[config.mk]
export PLATFORM = sky130hd
export DESIGN_NAME = ams_top
export DESIGN_NICKNAME = d
export VERILOG_FILES = /design/src/ams_pkg.sv /design/src/ams_top.sv
export VERILOG_INCLUDE_DIRS = /design/src
export SDC_FILE = /design/constraint.sdc
export NUM_CORES = 1
export LEC_CHECK = 0
export BUFFER_PORTS_ARGS = -buffer_cell sky130_fd_sc_hd__buf_4
export CAP_MARGIN = 20
export CORE_MARGIN = 2
export CORE_UTILIZATION = 35
export DETAILED_ROUTE_END_ITERATION = 10
export GPL_TIMING_DRIVEN = 1
export PLACE_DENSITY = 0.53
export SLEW_MARGIN = 20
export SYNTH_ARGS = -nofsm -noshare
export SYNTH_HDL_FRONTEND = slang
export SYNTH_SLANG_ARGS = --single-unit
[constraint.sdc]
create_clock -name core_clk -period 4.15 [get_ports core_clk]
set_clock_uncertainty 0.1 [all_clocks]
set_input_delay 0.2075 -clock core_clk [delete_from_list [all_inputs] [get_ports core_clk]]
set_output_delay 0.2075 -clock core_clk [all_outputs]
set_load 0.02 [all_outputs]
[src/ams_defines.svh]
// Purpose: constants of the address mapping selector
// Assumes: 8-bit register ports, 20-bit processor addresses
// Notes:   definitions only
`ifndef AMS_DEFINES_SVH
`define AMS_DEFINES_SVH

// ---------------------------------------------
// Register offsets
// ---------------------------------------------
`define AMS_IO_MAP_INDEX  16'h006C
`define AMS_IO_MAP_LOW    16'h006E
`define AMS_IO_MAP_HIGH   16'h006F
`define AMS_CFG_PIN_TOP   8'h14
`define AMS_CFG_PIN_MID   8'h15
`define AMS_CFG_PIN_LOW   8'h16

// ---------------------------------------------
// Address space landmarks (16 KB window numbers, 64 KB and 32 KB segment numbers)
// ---------------------------------------------
`define AMS_WIN_DIRECT_END 6'h28
`define AMS_WIN_EMS_FIRST  6'h28
`define AMS_WIN_EMS_LAST   6'h3B
`define AMS_SEG_BIOS       4'hF
`define AMS_SEG_DISP_WIDE  4'hA
`define AMS_SEG_DISP_NARW  5'h17

// ---------------------------------------------
// Field positions
// ---------------------------------------------
`define AMS_HI_PAGE_MSB    2
`define AMS_HI_TYPE_LSB    4
`define AMS_HI_TYPE_MSB    5
`define AMS_HI_ENABLE      7
`define AMS_LOW_IO_HOLD    0
`define AMS_LOW_DRAM_HOLD  1
`define AMS_LOW_A19_LSB    4
`define AMS_PAGE_W         11
`define AMS_OFS_W          14

// ---------------------------------------------
// Reset values
// ---------------------------------------------
`define AMS_RST_BYTE       8'h00
`define AMS_RST_ADDR       24'h000000
`define AMS_RST_PAIR       16'h0000
`define AMS_RST_WIN        6'h00

`endif

[src/ams_pkg.sv]
// Purpose: shared types of the address mapping selector
// Assumes: nothing
// Notes:   constants live in ams_defines.svh
package ams_pkg;
   typedef enum logic [1:0] {
      AMS_TGT_RAM,
      AMS_TGT_BOOT_ROM,
      AMS_TGT_SECOND_ROM,
      AMS_TGT_NONE
   } ams_target_t;

   typedef enum logic [2:0] {
      AMS_ORG_256KX16,
      AMS_ORG_512KX8,
      AMS_ORG_1M,
      AMS_ORG_2MX8,
      AMS_ORG_4MX4
   } ams_dram_org_t;
endpackage

[src/ams_top.sv]
// Purpose: address source selection, cycle claim and paged mapping
// Assumes: one cycle start pulse per bus cycle, inputs synchronous
// Notes:   data steering and strobes live elsewhere
`include "ams_defines.svh"

module ams_top #(
   parameter int NUM_PAIRS = 16
) (
   input  wire logic         core_clk,
   input  wire logic         sys_rst,
   input  wire logic         cycle_start,
   input  wire logic         cycle_is_io,
   input  wire logic         internal_target,
   input  wire logic [19:0]  cpu_raw_address,
   input  wire logic [19:0]  internal_latched_address,
   input  wire logic         card_claim,
   input  wire logic         display_window_select,
   input  wire logic         bios_in_rom,
   input  wire logic         ram_is_dram,
   input  wire logic [2:0]   dram_org,
   input  wire logic [7:0]   last_bank_top,
   input  wire logic         dram_col_phase,
   input  wire logic         io_wr,
   input  wire logic         io_rd,
   input  wire logic [15:0]  io_addr,
   input  wire logic [7:0]   io_wdata,
   input  wire logic         cfg_wr,
   input  wire logic         cfg_rd,
   input  wire logic [7:0]   cfg_index,
   input  wire logic [7:0]   cfg_wdata,
   output logic [23:0]       addr_pins_q,
   output logic              mcu_claim_q,
   output logic              card_cycle_q,
   output logic              exp_cycle_q,
   output logic [1:0]        target_q,
   output logic              cpu_clk_timed_q,
   output logic              rom_a24_q,
   output logic [7:0]        rdata_q
);
   // Pair select and window compare are sized for sixteen pairs only
   if (NUM_PAIRS != 16) begin : g_pairs_chk
      $error("ams_top supports exactly 16 mapping pairs");
   end

   // ---------------------------------------------
   // Register file
   // ---------------------------------------------
   logic [7:0]  map_window_index_q;
   logic [15:0] pair_q [NUM_PAIRS];
   logic [5:0]  pair_win_q [NUM_PAIRS];
   logic [7:0]  high_pin_enable_top_q;
   logic [7:0]  high_pin_enable_mid_q;
   logic [7:0]  low_pin_hold_config_q;
   logic [3:0]  sel;

   assign sel = map_window_index_q[3:0];

   always_ff @(posedge core_clk) begin
      if (sys_rst) begin
         map_window_index_q <= `AMS_RST_BYTE;
      end else if (io_wr && io_addr == `AMS_IO_MAP_INDEX) begin
         map_window_index_q <= io_wdata;
      end
   end

   always_ff @(posedge core_clk) begin
      if (sys_rst) begin
         for (int i = 0; i < NUM_PAIRS; i++) begin
            pair_q[i]     <= `AMS_RST_PAIR;
            pair_win_q[i] <= `AMS_RST_WIN;
         end
      end else if (io_wr && io_addr == `AMS_IO_MAP_LOW) begin
         pair_q[sel][7:0] <= io_wdata;
         pair_win_q[sel]  <= map_window_index_q[5:0];
      end else if (io_wr && io_addr == `AMS_IO_MAP_HIGH) begin
         pair_q[sel][15:8] <= io_wdata;
         pair_win_q[sel]   <= map_window_index_q[5:0];
      end
   end

   always_ff @(posedge core_clk) begin
      if (sys_rst) begin
         high_pin_enable_top_q <= `AMS_RST_BYTE;
         high_pin_enable_mid_q <= `AMS_RST_BYTE;
         low_pin_hold_config_q <= `AMS_RST_BYTE;
      end else if (cfg_wr) begin
         if (cfg_index == `AMS_CFG_PIN_TOP) begin
            high_pin_enable_top_q <= cfg_wdata;
         end
         if (cfg_index == `AMS_CFG_PIN_MID) begin
            high_pin_enable_mid_q <= cfg_wdata;
         end
         if (cfg_index == `AMS_CFG_PIN_LOW) begin
            low_pin_hold_config_q <= cfg_wdata;
         end
      end
   end

   always_ff @(posedge core_clk) begin
      if (sys_rst) begin
         rdata_q <= `AMS_RST_BYTE;
      end else if (io_rd) begin
         unique case (io_addr)
            `AMS_IO_MAP_INDEX: rdata_q <= map_window_index_q;
            `AMS_IO_MAP_LOW:   rdata_q <= pair_q[sel][7:0];
            `AMS_IO_MAP_HIGH:  rdata_q <= pair_q[sel][15:8];
            default:           rdata_q <= `AMS_RST_BYTE;
         endcase
      end else if (cfg_rd) begin
         unique case (cfg_index)
            `AMS_CFG_PIN_TOP: rdata_q <= high_pin_enable_top_q;
            `AMS_CFG_PIN_MID: rdata_q <= high_pin_enable_mid_q;
            `AMS_CFG_PIN_LOW: rdata_q <= low_pin_hold_config_q;
            default:          rdata_q <= `AMS_RST_BYTE;
         endcase
      end
   end

   // ---------------------------------------------
   // Memory controller decode
   // ---------------------------------------------
   logic [5:0]               win;
   logic                     ems_hit;
   logic [`AMS_PAGE_W-1:0]   ems_page;
   logic [1:0]               ems_type;
   logic                     low_hit;
   logic                     disp_hit;
   logic                     bios_hit;
   logic                     mcu_hit;
   logic [24:0]              phys;
   ams_pkg::ams_target_t     tgt;

   assign win = cpu_raw_address[19:`AMS_OFS_W];

   always_comb begin
      ems_hit  = 1'b0;
      ems_page = '0;
      ems_type = 2'h0;
      for (int i = 0; i < NUM_PAIRS; i++) begin
         if (!ems_hit && pair_q[i][8 + `AMS_HI_ENABLE] &&
             pair_win_q[i] == win &&
             win >= `AMS_WIN_EMS_FIRST && win <= `AMS_WIN_EMS_LAST) begin
            ems_hit  = 1'b1;
            ems_page = pair_q[i][8 + `AMS_HI_PAGE_MSB:0];
            ems_type = pair_q[i][8 + `AMS_HI_TYPE_MSB:8 + `AMS_HI_TYPE_LSB];
         end
      end
   end

   assign low_hit = win < `AMS_WIN_DIRECT_END;

   assign disp_hit = display_window_select ?
      (cpu_raw_address[19:16] == `AMS_SEG_DISP_WIDE) :
      (cpu_raw_address[19:15] == `AMS_SEG_DISP_NARW);

   assign bios_hit = bios_in_rom &&
      cpu_raw_address[19:16] == `AMS_SEG_BIOS;

   assign mcu_hit = !cycle_is_io &&
      (low_hit || disp_hit || bios_hit || ems_hit);

   always_comb begin
      phys = {5'h00, cpu_raw_address};
      tgt  = ams_pkg::AMS_TGT_NONE;
      if (low_hit) begin
         tgt = ams_pkg::AMS_TGT_RAM;
      end else if (disp_hit) begin
         tgt = ams_pkg::AMS_TGT_RAM;
         if (display_window_select) begin
            phys = {1'b0, last_bank_top, cpu_raw_address[15:0]};
         end else begin
            phys = {1'b0, last_bank_top, 1'b1, cpu_raw_address[14:0]};
         end
      end else if (bios_hit) begin
         tgt  = ams_pkg::AMS_TGT_BOOT_ROM;
         phys = {9'h000, cpu_raw_address[15:0]};
      end else if (ems_hit) begin
         tgt  = ams_pkg::ams_target_t'(ems_type);
         phys = {ems_page, cpu_raw_address[`AMS_OFS_W-1:0]};
         if (tgt == ams_pkg::AMS_TGT_RAM) begin
            phys[24] = 1'b0;
         end
      end
   end

   // ---------------------------------------------
   // Pin enables per memory type
   // ---------------------------------------------
   logic [4:0] pin_en;
   logic [2:0] en23;
   logic [2:0] en22;
   logic [2:0] en21;
   logic [2:0] en20;
   logic [2:0] en19;

   assign en23 = high_pin_enable_top_q[6:4];
   assign en22 = high_pin_enable_top_q[2:0];
   assign en21 = high_pin_enable_mid_q[6:4];
   assign en20 = high_pin_enable_mid_q[2:0];
   assign en19 = low_pin_hold_config_q[`AMS_LOW_A19_LSB+2:`AMS_LOW_A19_LSB];

   always_comb begin
      pin_en = 5'h00;
      if (tgt != ams_pkg::AMS_TGT_NONE) begin
         pin_en = {en23[tgt], en22[tgt], en21[tgt], en20[tgt], en19[tgt]};
      end
   end

   // ---------------------------------------------
   // Cycle routing and address pins
   // ---------------------------------------------
   logic [24:0] phys_q;
   logic        dram_q;
   logic        dram_hold;

   assign dram_hold = low_pin_hold_config_q[`AMS_LOW_DRAM_HOLD];

   always_ff @(posedge core_clk) begin
      if (sys_rst) begin
         mcu_claim_q     <= 1'b0;
         card_cycle_q    <= 1'b0;
         exp_cycle_q     <= 1'b0;
         target_q        <= ams_pkg::AMS_TGT_NONE;
         cpu_clk_timed_q <= 1'b0;
         rom_a24_q       <= 1'b0;
         phys_q          <= '0;
         dram_q          <= 1'b0;
      end else if (cycle_start) begin
         mcu_claim_q     <= mcu_hit;
         card_cycle_q    <= !mcu_hit && card_claim;
         exp_cycle_q     <= !mcu_hit && !card_claim;
         target_q        <= mcu_hit ? tgt : ams_pkg::AMS_TGT_NONE;
         cpu_clk_timed_q <= mcu_hit && !internal_target;
         rom_a24_q       <= mcu_hit && phys[24];
         phys_q          <= phys;
         dram_q          <= mcu_hit && ram_is_dram &&
                            tgt == ams_pkg::AMS_TGT_RAM;
      end
   end

   always_ff @(posedge core_clk) begin
      if (sys_rst) begin
         addr_pins_q <= `AMS_RST_ADDR;
      end else if (cycle_start) begin
         if (cycle_is_io) begin
            addr_pins_q[15:0]  <= internal_latched_address[15:0];
            addr_pins_q[23:20] <= 4'h0;
            if (!low_pin_hold_config_q[`AMS_LOW_IO_HOLD]) begin
               addr_pins_q[19:16] <= 4'h0;
            end
         end else if (!mcu_hit) begin
            addr_pins_q[19:0]  <= internal_latched_address;
            addr_pins_q[23:20] <= 4'h0;
         end else if (ram_is_dram && tgt == ams_pkg::AMS_TGT_RAM) begin
            addr_pins_q[8:0] <= phys[18:10];
            if (dram_org != ams_pkg::AMS_ORG_256KX16) begin
               addr_pins_q[9] <= phys[19];
            end
            if (dram_org == ams_pkg::AMS_ORG_2MX8 ||
                dram_org == ams_pkg::AMS_ORG_4MX4) begin
               addr_pins_q[10] <= phys[21];
            end
            for (int p = 0; p < 4; p++) begin
               if (pin_en[p+1]) begin
                  addr_pins_q[20+p] <= phys[20+p];
               end
            end
            if (!dram_hold) begin
               addr_pins_q[19:12] <= phys[19:12];
            end
         end else begin
            addr_pins_q[18:0] <= phys[18:0];
            for (int p = 0; p < 5; p++) begin
               if (pin_en[p] || bios_hit) begin
                  addr_pins_q[19+p] <= (bios_hit && p > 0) ? 1'b0 : phys[19+p];
               end
            end
         end
      end else if (dram_col_phase && dram_q) begin
         addr_pins_q[8:0] <= phys_q[9:1];
         if (dram_org == ams_pkg::AMS_ORG_1M ||
             dram_org == ams_pkg::AMS_ORG_2MX8 ||
             dram_org == ams_pkg::AMS_ORG_4MX4) begin
            addr_pins_q[9] <= phys_q[20];
         end
         if (dram_org == ams_pkg::AMS_ORG_4MX4) begin
            addr_pins_q[10] <= phys_q[22];
         end
      end
   end
endmodule

# [Word-level counts from Yosys, hierarchy flattened]
# Memories as Yosys holds them, arrays and structs flattened. A register that Yosys moved wholly into a read port is not among the register bits.
# Index checks and enable logic that the tools add are counted.
[word_totals] output_inout_bits=39 mem_count=2 register_bits=95 in_bits=105 word_cells=321 ram_bits=352
[classes] n_reduce_logical=128 bitwise_logic=1 n_eq_ne=43 muxes=119 n_lt_le_gt_ge=4
[memory_table] name="pair_q" words=16 word_bits=16 rd=17 rd_clocked_by_memory_dff=1 write_ports=16 line="ams_top.sv:49" rtl="logic [15:0] pair_q [NUM_PAIRS];"
[memory_table] name="pair_win_q" words=16 word_bits=6 rd=16 rd_clocked_by_memory_dff=0 write_ports=16 line="ams_top.sv:50" rtl="logic [5:0] pair_win_q [NUM_PAIRS];"
[ops] operator="11-bit two-way mux" n=19
[ops] operator="25-bit two-way mux" n=4
[ops] operator="6-bit equality test" n=16
[ops] operator="1-bit logical AND" n=76
[ops] operator="1-bit two-way mux" n=51
[ops] operator="16-bit by 7-bit equality test with 1-bit output, second input constant" n=3
[ops] operator="24-bit two-way mux" n=2
[ops] operator="8-bit case mux with 3 select lines" n=2
[ops] operator="2-bit two-way mux" n=22
[ops] operator="16-bit two-way mux" n=2
[ops] operator="8-bit by 5-bit equality test with 1-bit output, second input constant" n=3
[ops] operator="8-bit two-way mux" n=3
[ops] operator="3-bit AND reduction" n=7
[ops] operator="4-bit two-way mux" n=5
[ops] operator="4-bit by 2-bit != test with 1-bit output, second input constant" n=5
[ops] operator="4-bit != test, second input constant" n=5
[ops] operator="1-bit logical NOT" n=19
[ops] operator="16-bit OR reduction" n=1
[ops] operator="12-bit two-way mux" n=1
[ops] operator="6-bit two-way mux" n=2
[ops] operator="1-bit logical OR" n=11
[ops] operator="1-bit binary-select mux with 2-bit select" n=5
[ops] operator="5-bit by 4-bit != test with 1-bit output, second input constant" n=2
[ops] operator="2-bit AND reduction" n=5
[ops] operator="other kinds (17)" n=24

# [Depth between registers and ports, before layout]
# Gate-level depths: netlist of the first run.
# An unclocked memory read counts as a cell.
[logic_depth] depth_word=109 mapped_depth=19 depth_no_buf=12

# [Least setup slack after synthesis of the first run]
# OpenSTA, ideal clock, no wires.
[synth_path] path_kind="input to register" startpoint="in cpu_raw_address[18]" endpoint="reg addr_pins_q[22]" slack_ns=0.005 stages=15 t_required_ns=3.976 setup_ns=0.074 n_path_buf=3 arrival_ns=3.970 cell_sequence="buf_4 -> and4_4 -> or4_4 -> or3_1 -> buf_2 -> mux2i_4 -> or3_1 -> buf_4 -> a2111oi_0 -> or2_1 -> a21oi_4 -> nor2_1 -> mux2_1 -> or3b_1 -> a31oi_1"
[synth_via] elab_chain_cells=105 elab_cells_between_ends=178 classes_between="3 x order compare; 22 x eq/ne; 66 x mux; 87 x reduce/logical"
[synth_rtl] item="start: declaration" line="ams_top.sv:14" rtl="input wire logic [19:0] cpu_raw_address,"
[synth_rtl] item="branches (longest 105 deep; another with 6-bit >= comparator)"
[synth_rtl] item="end signal: assignment" line="ams_top.sv:243" rtl="addr_pins_q <= `AMS_RST_ADDR;"
[synth_rtl] item="end signal: indexed assignment" line="ams_top.sv:265" rtl="addr_pins_q[20+p] <= phys[20+p];"
[synth_rtl] item="end signal: indexed assignment" line="ams_top.sv:275" rtl="addr_pins_q[19+p] <= (bios_hit && p > 0) ? 1'b0 : phys[19+p];"
[synth_rtl] item="end: declaration" line="ams_top.sv:31" rtl="output logic [23:0] addr_pins_q,"
# Several ways; the timed one is not identified. The select of a mux whose other input is x is not followed.
# A chain may end at the register's enable or synchronous reset.

==> results of run 1 <==
==> synth_stat cells, types with 42 or more instances <==
| cell | number |
|---|---|
| mux2i_1 | 71 |
| dfxtp_1 | 87 |
| nand3_1 | 65 |
| clkbuf_1 | 93 |
| o21ai_0 | 42 |
| or2_2 | 55 |
| nand2_1 | 136 |
| xnor2_1 | 84 |
| nor2_1 | 162 |
| edfxtp_1 | 352 |
| mux4_2 | 80 |
| a21oi_1 | 80 |
| and2_1 | 291 |
==> layer usage <==
metal / share of wire, % / GRT usage, %
met3: 8.0 / 4.19
met4: 3.3 / 7.91
met1: 44 / 33.2
met5: 0.068 / 0
met2: 45 / 36.9
==> worst min path at each step <==
stage	slack [ps]	from	end	depth (start not counted)
after floorplan	250	cfg_wdata[0]	high_pin_enable_mid_q[0]$_SDFFE_PP0P_	2
after global placement	350	map_window_index_q[7]$_SDFFE_PP0P_	map_window_index_q[7]$_SDFFE_PP0P_	2
after detailed placement	360	card_cycle_q$_SDFFE_PP0P_	card_cycle_q$_SDFFE_PP0P_	2
after CTS	3	sys_rst	map_window_index_q[7]$_SDFFE_PP0P_	2
after global routing	40	sys_rst	map_window_index_q[4]$_SDFFE_PP0P_	2
final	20	sys_rst	map_window_index_q[4]$_SDFFE_PP0P_	2
==> kinds of logic after synthesis <==
group / synth area share [%]
AOI/OAI and AO/OA: 8.28
muxes: 11.3
other: 0.0162
and+or+nand+nor: 21.0
DFF: 53.1
buffers and inverters: 2.82
xor gates and xnor gates: 3.48
==> layout make-up <==
type | count | area share, %
Clock buffer | 69 | 4.92
Multi-Input combinational cell | 1459 | 36.6
Inverter | 13 | 0.168
Sequential cell | 439 | 42.5
Clock inverter | 25 | 1.08
Antenna cell | 1 | 0.00864
Tap cell | 864 | 3.73
Timing Repair Buffer | 391 | 11.0
==> sequential cells by signal, summed over array words and instances (netlist names), named ones only <==
name / cells
phys_q: 11
pair_win_q: 96
card_cycle_q: 1
low_pin_hold_config_q: 8
high_pin_enable_mid_q: 8
map_window_index_q: 8
rom_a24_q: 1
cpu_clk_timed_q: 1
rdata_q: 8
pair_q: 256
high_pin_enable_top_q: 8
target_q: 2
exp_cycle_q: 1
mcu_claim_q: 1
addr_pins_q: 24
dram_q: 1
==> worst max-delay path, cell delays in order, from the launching register on <==
cell,delay (ps)
edfxtp_1,370
xor2_1,150
or4_4,560
or3_4,380
mux2i_4,230
or3_4,470
a2111oi_2,340
or2_1,220
a21oi_4,130
nor3b_4,280
buf_4,170
nor2_2,30
or3_4,360
a311oi_2,260
==> what timing repair did <==
| action | in CTS | in global routing |
|---|---|---|
| resized for setup | 6 | 52 |
| setup endpoints to repair | 18 | 24 |
| hold buffers | 59 | 1 |
| buffers inserted | 3 | 4 |
| pin swaps | 2 | 12 |
| endpoints found under the hold margin | 77 | 3 |
==> placed cells by master (no fill, tap or decap), types with 14 or more instances in the layout <==
cell and n:
o21ai_0 40, nand4_1 20, a22oi_1 14, nor3_1 33
a22o_1 15, clkbuf_16 53, nor2_1 158, and2_1 291
or2_2 55, dlygate4sd3_1 60, dfxtp_1 84, xnor2_1 84
mux2i_1 70, mux4_2 80, nand3_1 65, a211oi_1 16
or3_1 14, a21oi_1 74, and3_1 24, conb_1 32
buf_4 321, edfxtp_1 352, nand2_1 136
==> power by group through the flow <==
stage	clock (uW)	combinational, uW	sequential (uW)
floorplan	0	432	5060
global placement	0	793	5090
detailed placement	0	803	5090
CTS	4790	852	5000
global route	4960	933	5010
finish	4720	878	5000
==> stage by stage <==
| step | power (uW) | std cells |
|---|---|---|
| after global routing | 10900 | 3260 |
| after CTS | 10600 | 3256 |
| final | 10600 | 3261 |
| after global placement | 5880 | 3100 |
| after detailed placement | 5890 | 3100 |
| after floorplan | 5490 | 2047 |
==> results.cfg, run 1 <==
[outcome]
status = complete, but fails checks
violations = setup timing

[cts]
numClockSinks = 439
h-tree-depth = 2
cts-root-buf = clkbuf_16
cts_buffers = 50
cts_tree = yes
clk_pin_slew_ps = 60
clk_path_buf_depth = 3
clkLatencyLatePin_ps = 610

[sta]
fin_crit_ps = 4170
fin_crit_sh_pct = 100
slew_headroom_pct = 32.1
rsz0062_at_grt = true
setup_tns_ps = -16.5
worst_pin_slew_ps = 1010
clock.fmax_mhz = 240
maxSlewViolCount = 0
setup_viol = 1
final_hold_viol_count = 0
hold_slack_ps = 22.3
worst_slack_ps = -16.5

[final_layout]
area_growth_syn_to_layout_pct = 25.0
regArea_mm2 = 0.0123
fillers = 6136
final_util_pct = 44.1
post-route-cell-area_mm2 = 0.0290
finalNetCount = 2459
drive_above_1_share_pct = 25.8
multiInputGateArea_mm2 = 0.0106

[yosys]
synth-seq-cells = 439
yosys.area.top_type_share_pct = 45.6
synth_flop_cell = edfxtp_1
synthArstFlopShare_pct = 0
avgSynthCellArea_um2 = 11.5
synth_area_leaders = edfxtp_1 (46%), and2_1 (7.9%), mux4_2 (7.8%)
synth_cell_types = 91
ys_seq_area_share_pct = 53.1
syn_area_mm2 = 0.0232
synth_cells = 2016
synth_warnings = 0
synth_edf_count = 352
yosysTopAreaCell = edfxtp_1

[route]
via_count = 18063
final_antenna_net_count = 0
wl_per_cell_um = 25.1
via_per_inst = 5.54
dr.pass1.iters = 6
drc_errors = 0
drt-initial-drc-count = 1664
postRouteWirelength_mm = 81.8

[flow_run]
maxCapViolCount = 0

[critical_path]
worstSetupStartpoint = pair_win_q[0][5]$_SDFFCE_PN0P_
cp-endpoint = addr_pins_q[5]$_SDFFE_PP0P_
criticalPathCategory = register to register
start_kind = register
end_kind = register
worstPathArrival_ps = 4570
r2r-start = pair_win_q[0][5]$_SDFFCE_PN0P_
cp_max_fo = 6
critPathRequiredTime_ps = 4560
rr_endpoint = addr_pins_q[5]$_SDFFE_PP0P_
regToRegSetupSlack_ps = -20
r2r_cells = 13

[power]
p_leak_uw = 0.0108
clkPwrFrac_pct = 44.5
power.density_mw_per_mm2 = 366
power_frac_seq_pct = 47.2
swShare_pct = 23.4
p_comb_share_pct = 8.3
p_sw_uw = 2480
p_int_uw = 8120
peakVddDrop_mv = 0.329

[floorplan]
io_pins = 144
row_count = 94
dieArea_mm2 = 0.0683
initial_core_util_pct = 35.3
die_width_um = 261
coreArea_mm2 = 0.0656
fp.dieH_um = 261

[place]
portBuffers = 143
dpl_cell_area_mm2 = 0.0263
gp_congestion = 0.929
dpl.hpwl_mm = 59.4
dpl_worst_slack_ps = -210

[grt]
grt_pass1_wl_mm = 118
grt_pass1_vias = 17796
gr-total-overflow = 0
antenna_found_initial = 4
grt_max_degree = 52
grt_usage_pct = 23.6

[hold_path]
min_path_type = input pin to register
(Power assumes the default switching activity.)
==> run 2: changes to the inputs <==
==> constraint.sdc (replaced) <==
create_clock -name core_clk -period 4.15 [get_ports core_clk]
set_clock_uncertainty 0.1 [all_clocks]
set_input_delay 0.6225 -clock core_clk [delete_from_list [all_inputs] [get_ports core_clk]]
set_output_delay 0.6225 -clock core_clk [all_outputs]
set_load 0.02 [all_outputs]
==> run 2 against run 1 <==
Net effect:
- the flow now finishes without violations
- hold slack improved by 150 ps
- sequential cell count stayed put
- final cell count is 0.43% higher
- first-iteration DRC count grew 4.0%
- non-clock buffer count rose by 16
- utilization about the same
- global-route usage decreased by 0.083 points
- clock power shrank 7.2%
- combinational power shrank 2%
- total power fell by 3.4%
- critical path depth grew 3
- fmax rose by 0.52%
==> results.cfg, run 2 (synthesis results as in run 1) <==
[floorplan]
coreArea_mm2 = 0.0656
fp.dieH_um = 261
row_count = 94
die_width_um = 261
dieArea_mm2 = 0.0683
io_pins = 144
initial_core_util_pct = 35.3

[route]
drc_errors = 0
wl_per_cell_um = 24.8
postRouteWirelength_mm = 81.3
final_antenna_net_count = 0
via_per_inst = 5.50
dr.pass1.iters = 5
drt-initial-drc-count = 1731
via_count = 18013

[power]
p_leak_uw = 0.0109
power_uw = 10200
p_sw_uw = 2470
clkPwrFrac_pct = 42.8
peakVddDrop_mv = 0.287
power_frac_seq_pct = 48.8
swShare_pct = 24.2
p_int_uw = 7770
p_comb_share_pct = 8.4
power.density_mw_per_mm2 = 354

[cts]
clk_pin_slew_ps = 60
cts_buffers = 50
numClockSinks = 439
h-tree-depth = 2
clkLatencyLatePin_ps = 620
clk_path_buf_depth = 3
cts_tree = yes
cts-root-buf = clkbuf_16

[place]
dp.cells = 3170
dpl.hpwl_mm = 59.9
dpl_cell_area_mm2 = 0.0269
portBuffers = 143
dpl_worst_slack_ps = -614
gp_congestion = 0.950

[critical_path]
criticalPathCategory = register to register
start_kind = register
worstPathArrival_ps = 4580
critPathRequiredTime_ps = 4590
regToRegSetupSlack_ps = 5
end_kind = register
cp_max_fo = 6

[final_layout]
area_growth_syn_to_layout_pct = 25.0
final_util_pct = 44.1
top_register = pair_q
final_common_cell = buf_4
antenna_cells = 0
layout_common_cells = buf_4 (389), edfxtp_1 (352), and2_1 (291)
largest_register_ffs = 256
stdcell_count = 3275
finalNetCount = 2475
drive_above_1_share_pct = 29.2
reg_top3 = pair_q: 256 flops, pair_win_q: 96 flops, addr_pins_q: 24 flops
post-route-cell-area_mm2 = 0.0290

[sta]
worst_slack_ps = 4.82
rsz0062_at_grt = true
fin_crit_ps = 4150
final_hold_viol_count = 0
fin_crit_sh_pct = 99.9
setup_viol = 0
slew_headroom_pct = 28.2
worst_pin_slew_ps = 1070
clock.fmax_mhz = 241
maxSlewViolCount = 0

[grt]
antenna_found_initial = 5
gr-total-overflow = 0
grt_pass1_vias = 17782
grt_max_degree = 52
grt_pass1_wl_mm = 118
grt_usage_pct = 23.5

[flow_run]
maxCapViolCount = 0

[hold_path]
min_path_type = input pin to register

[outcome]
status = finished, final reports clean
run 2: changes by cell type in the layout (fill, tap and decap cells not counted), sizes merged:
cell         previous run  this run
clkinvlp                0         1
buf                   331       407
inv                    17        16
clkinv                 14        21
bufinv                  7         4
clkbuf                 69        64
dlygate4sd3            60         0
diode                   1         0
run 2: layout make-up:
cell class | count | area (um^2)
Timing Repair Buffer | 407 | 3190
Fill cell | 6181 | 36700
Inverter | 13 | 48.8
Multi-Input combinational cell | 1459 | 10700
Tap cell | 864 | 1080
Sequential cell | 439 | 12300
Clock inverter | 29 | 273
Clock buffer | 64 | 1310
run 2: critical path, stage by stage (launching register included):
cell and delay [ps]:
edfxtp_1 380, xor2_1 150, or4_4 570, or3_4 430
mux2i_4 250, buf_6 160, nor4_4 200, buf_4 160
buf_6 100, a22o_1 140, a21oi_2 60, a2111o_1 470
a32oi_2 290, buf_4 170, nand3_2 60, mux2_4 280
a21oi_2 100
run 2: path summary, 6_finish.rpt:
| kind | start | to | cells past startpoint |
|---|---|---|---|
| worst min-delay path | cpu_raw_address[2] | phys_q[2]$_SDFFE_PP0P_ | 3 |
| worst min register to register | map_window_index_q[6]$_SDFFE_PP0P_ | map_window_index_q[6]$_SDFFE_PP0P_ | 2 |
| worst max-delay path | pair_win_q[0][5]$_SDFFCE_PN0P_ | addr_pins_q[21]$_SDFFE_PP0P_ | 16 |
| worst max register to register | pair_win_q[0][5]$_SDFFCE_PN0P_ | addr_pins_q[21]$_SDFFE_PP0P_ | 16 |
run 2: metal layers:
layer / wire length [um] / GRT usage, % / share of wire [%]
met1: 36100 / 33.7 / 44
met2: 36300 / 36.5 / 45
met3: 6610 / 4.09 / 8.1
met4: 2330 / 7.09 / 2.9
met5: 40 / 0 / 0.049
run 2: repair_timing:
action	CTS	global route
resized for setup	22	61
hold endpoints to repair	0	0
hold buffers	0	0
buffers inserted	6	6
endpoints found under the setup margin	27	27
pin swaps	7	32
run 2: power groups by stage:
stage / Combinational (uW) / Clock (uW) / Sequential, uW
after global placement: 818 / 0 / 5090
after CTS: 844 / 4440 / 5000
after detailed placement: 829 / 0 / 5090
after floorplan: 437 / 0 / 5060
final: 862 / 4380 / 5000
after global routing: 920 / 4620 / 5010
run 2: per-stage QoR:
step	hold slack (ps)	setup TNS [ps]
6_report	171	0
5_1_grt	172	-705
4_1_cts	143	-110
3_5_place_dp	351	-13020
3_3_place_gp	342	-14200
2_1_floorplan	337	-1070
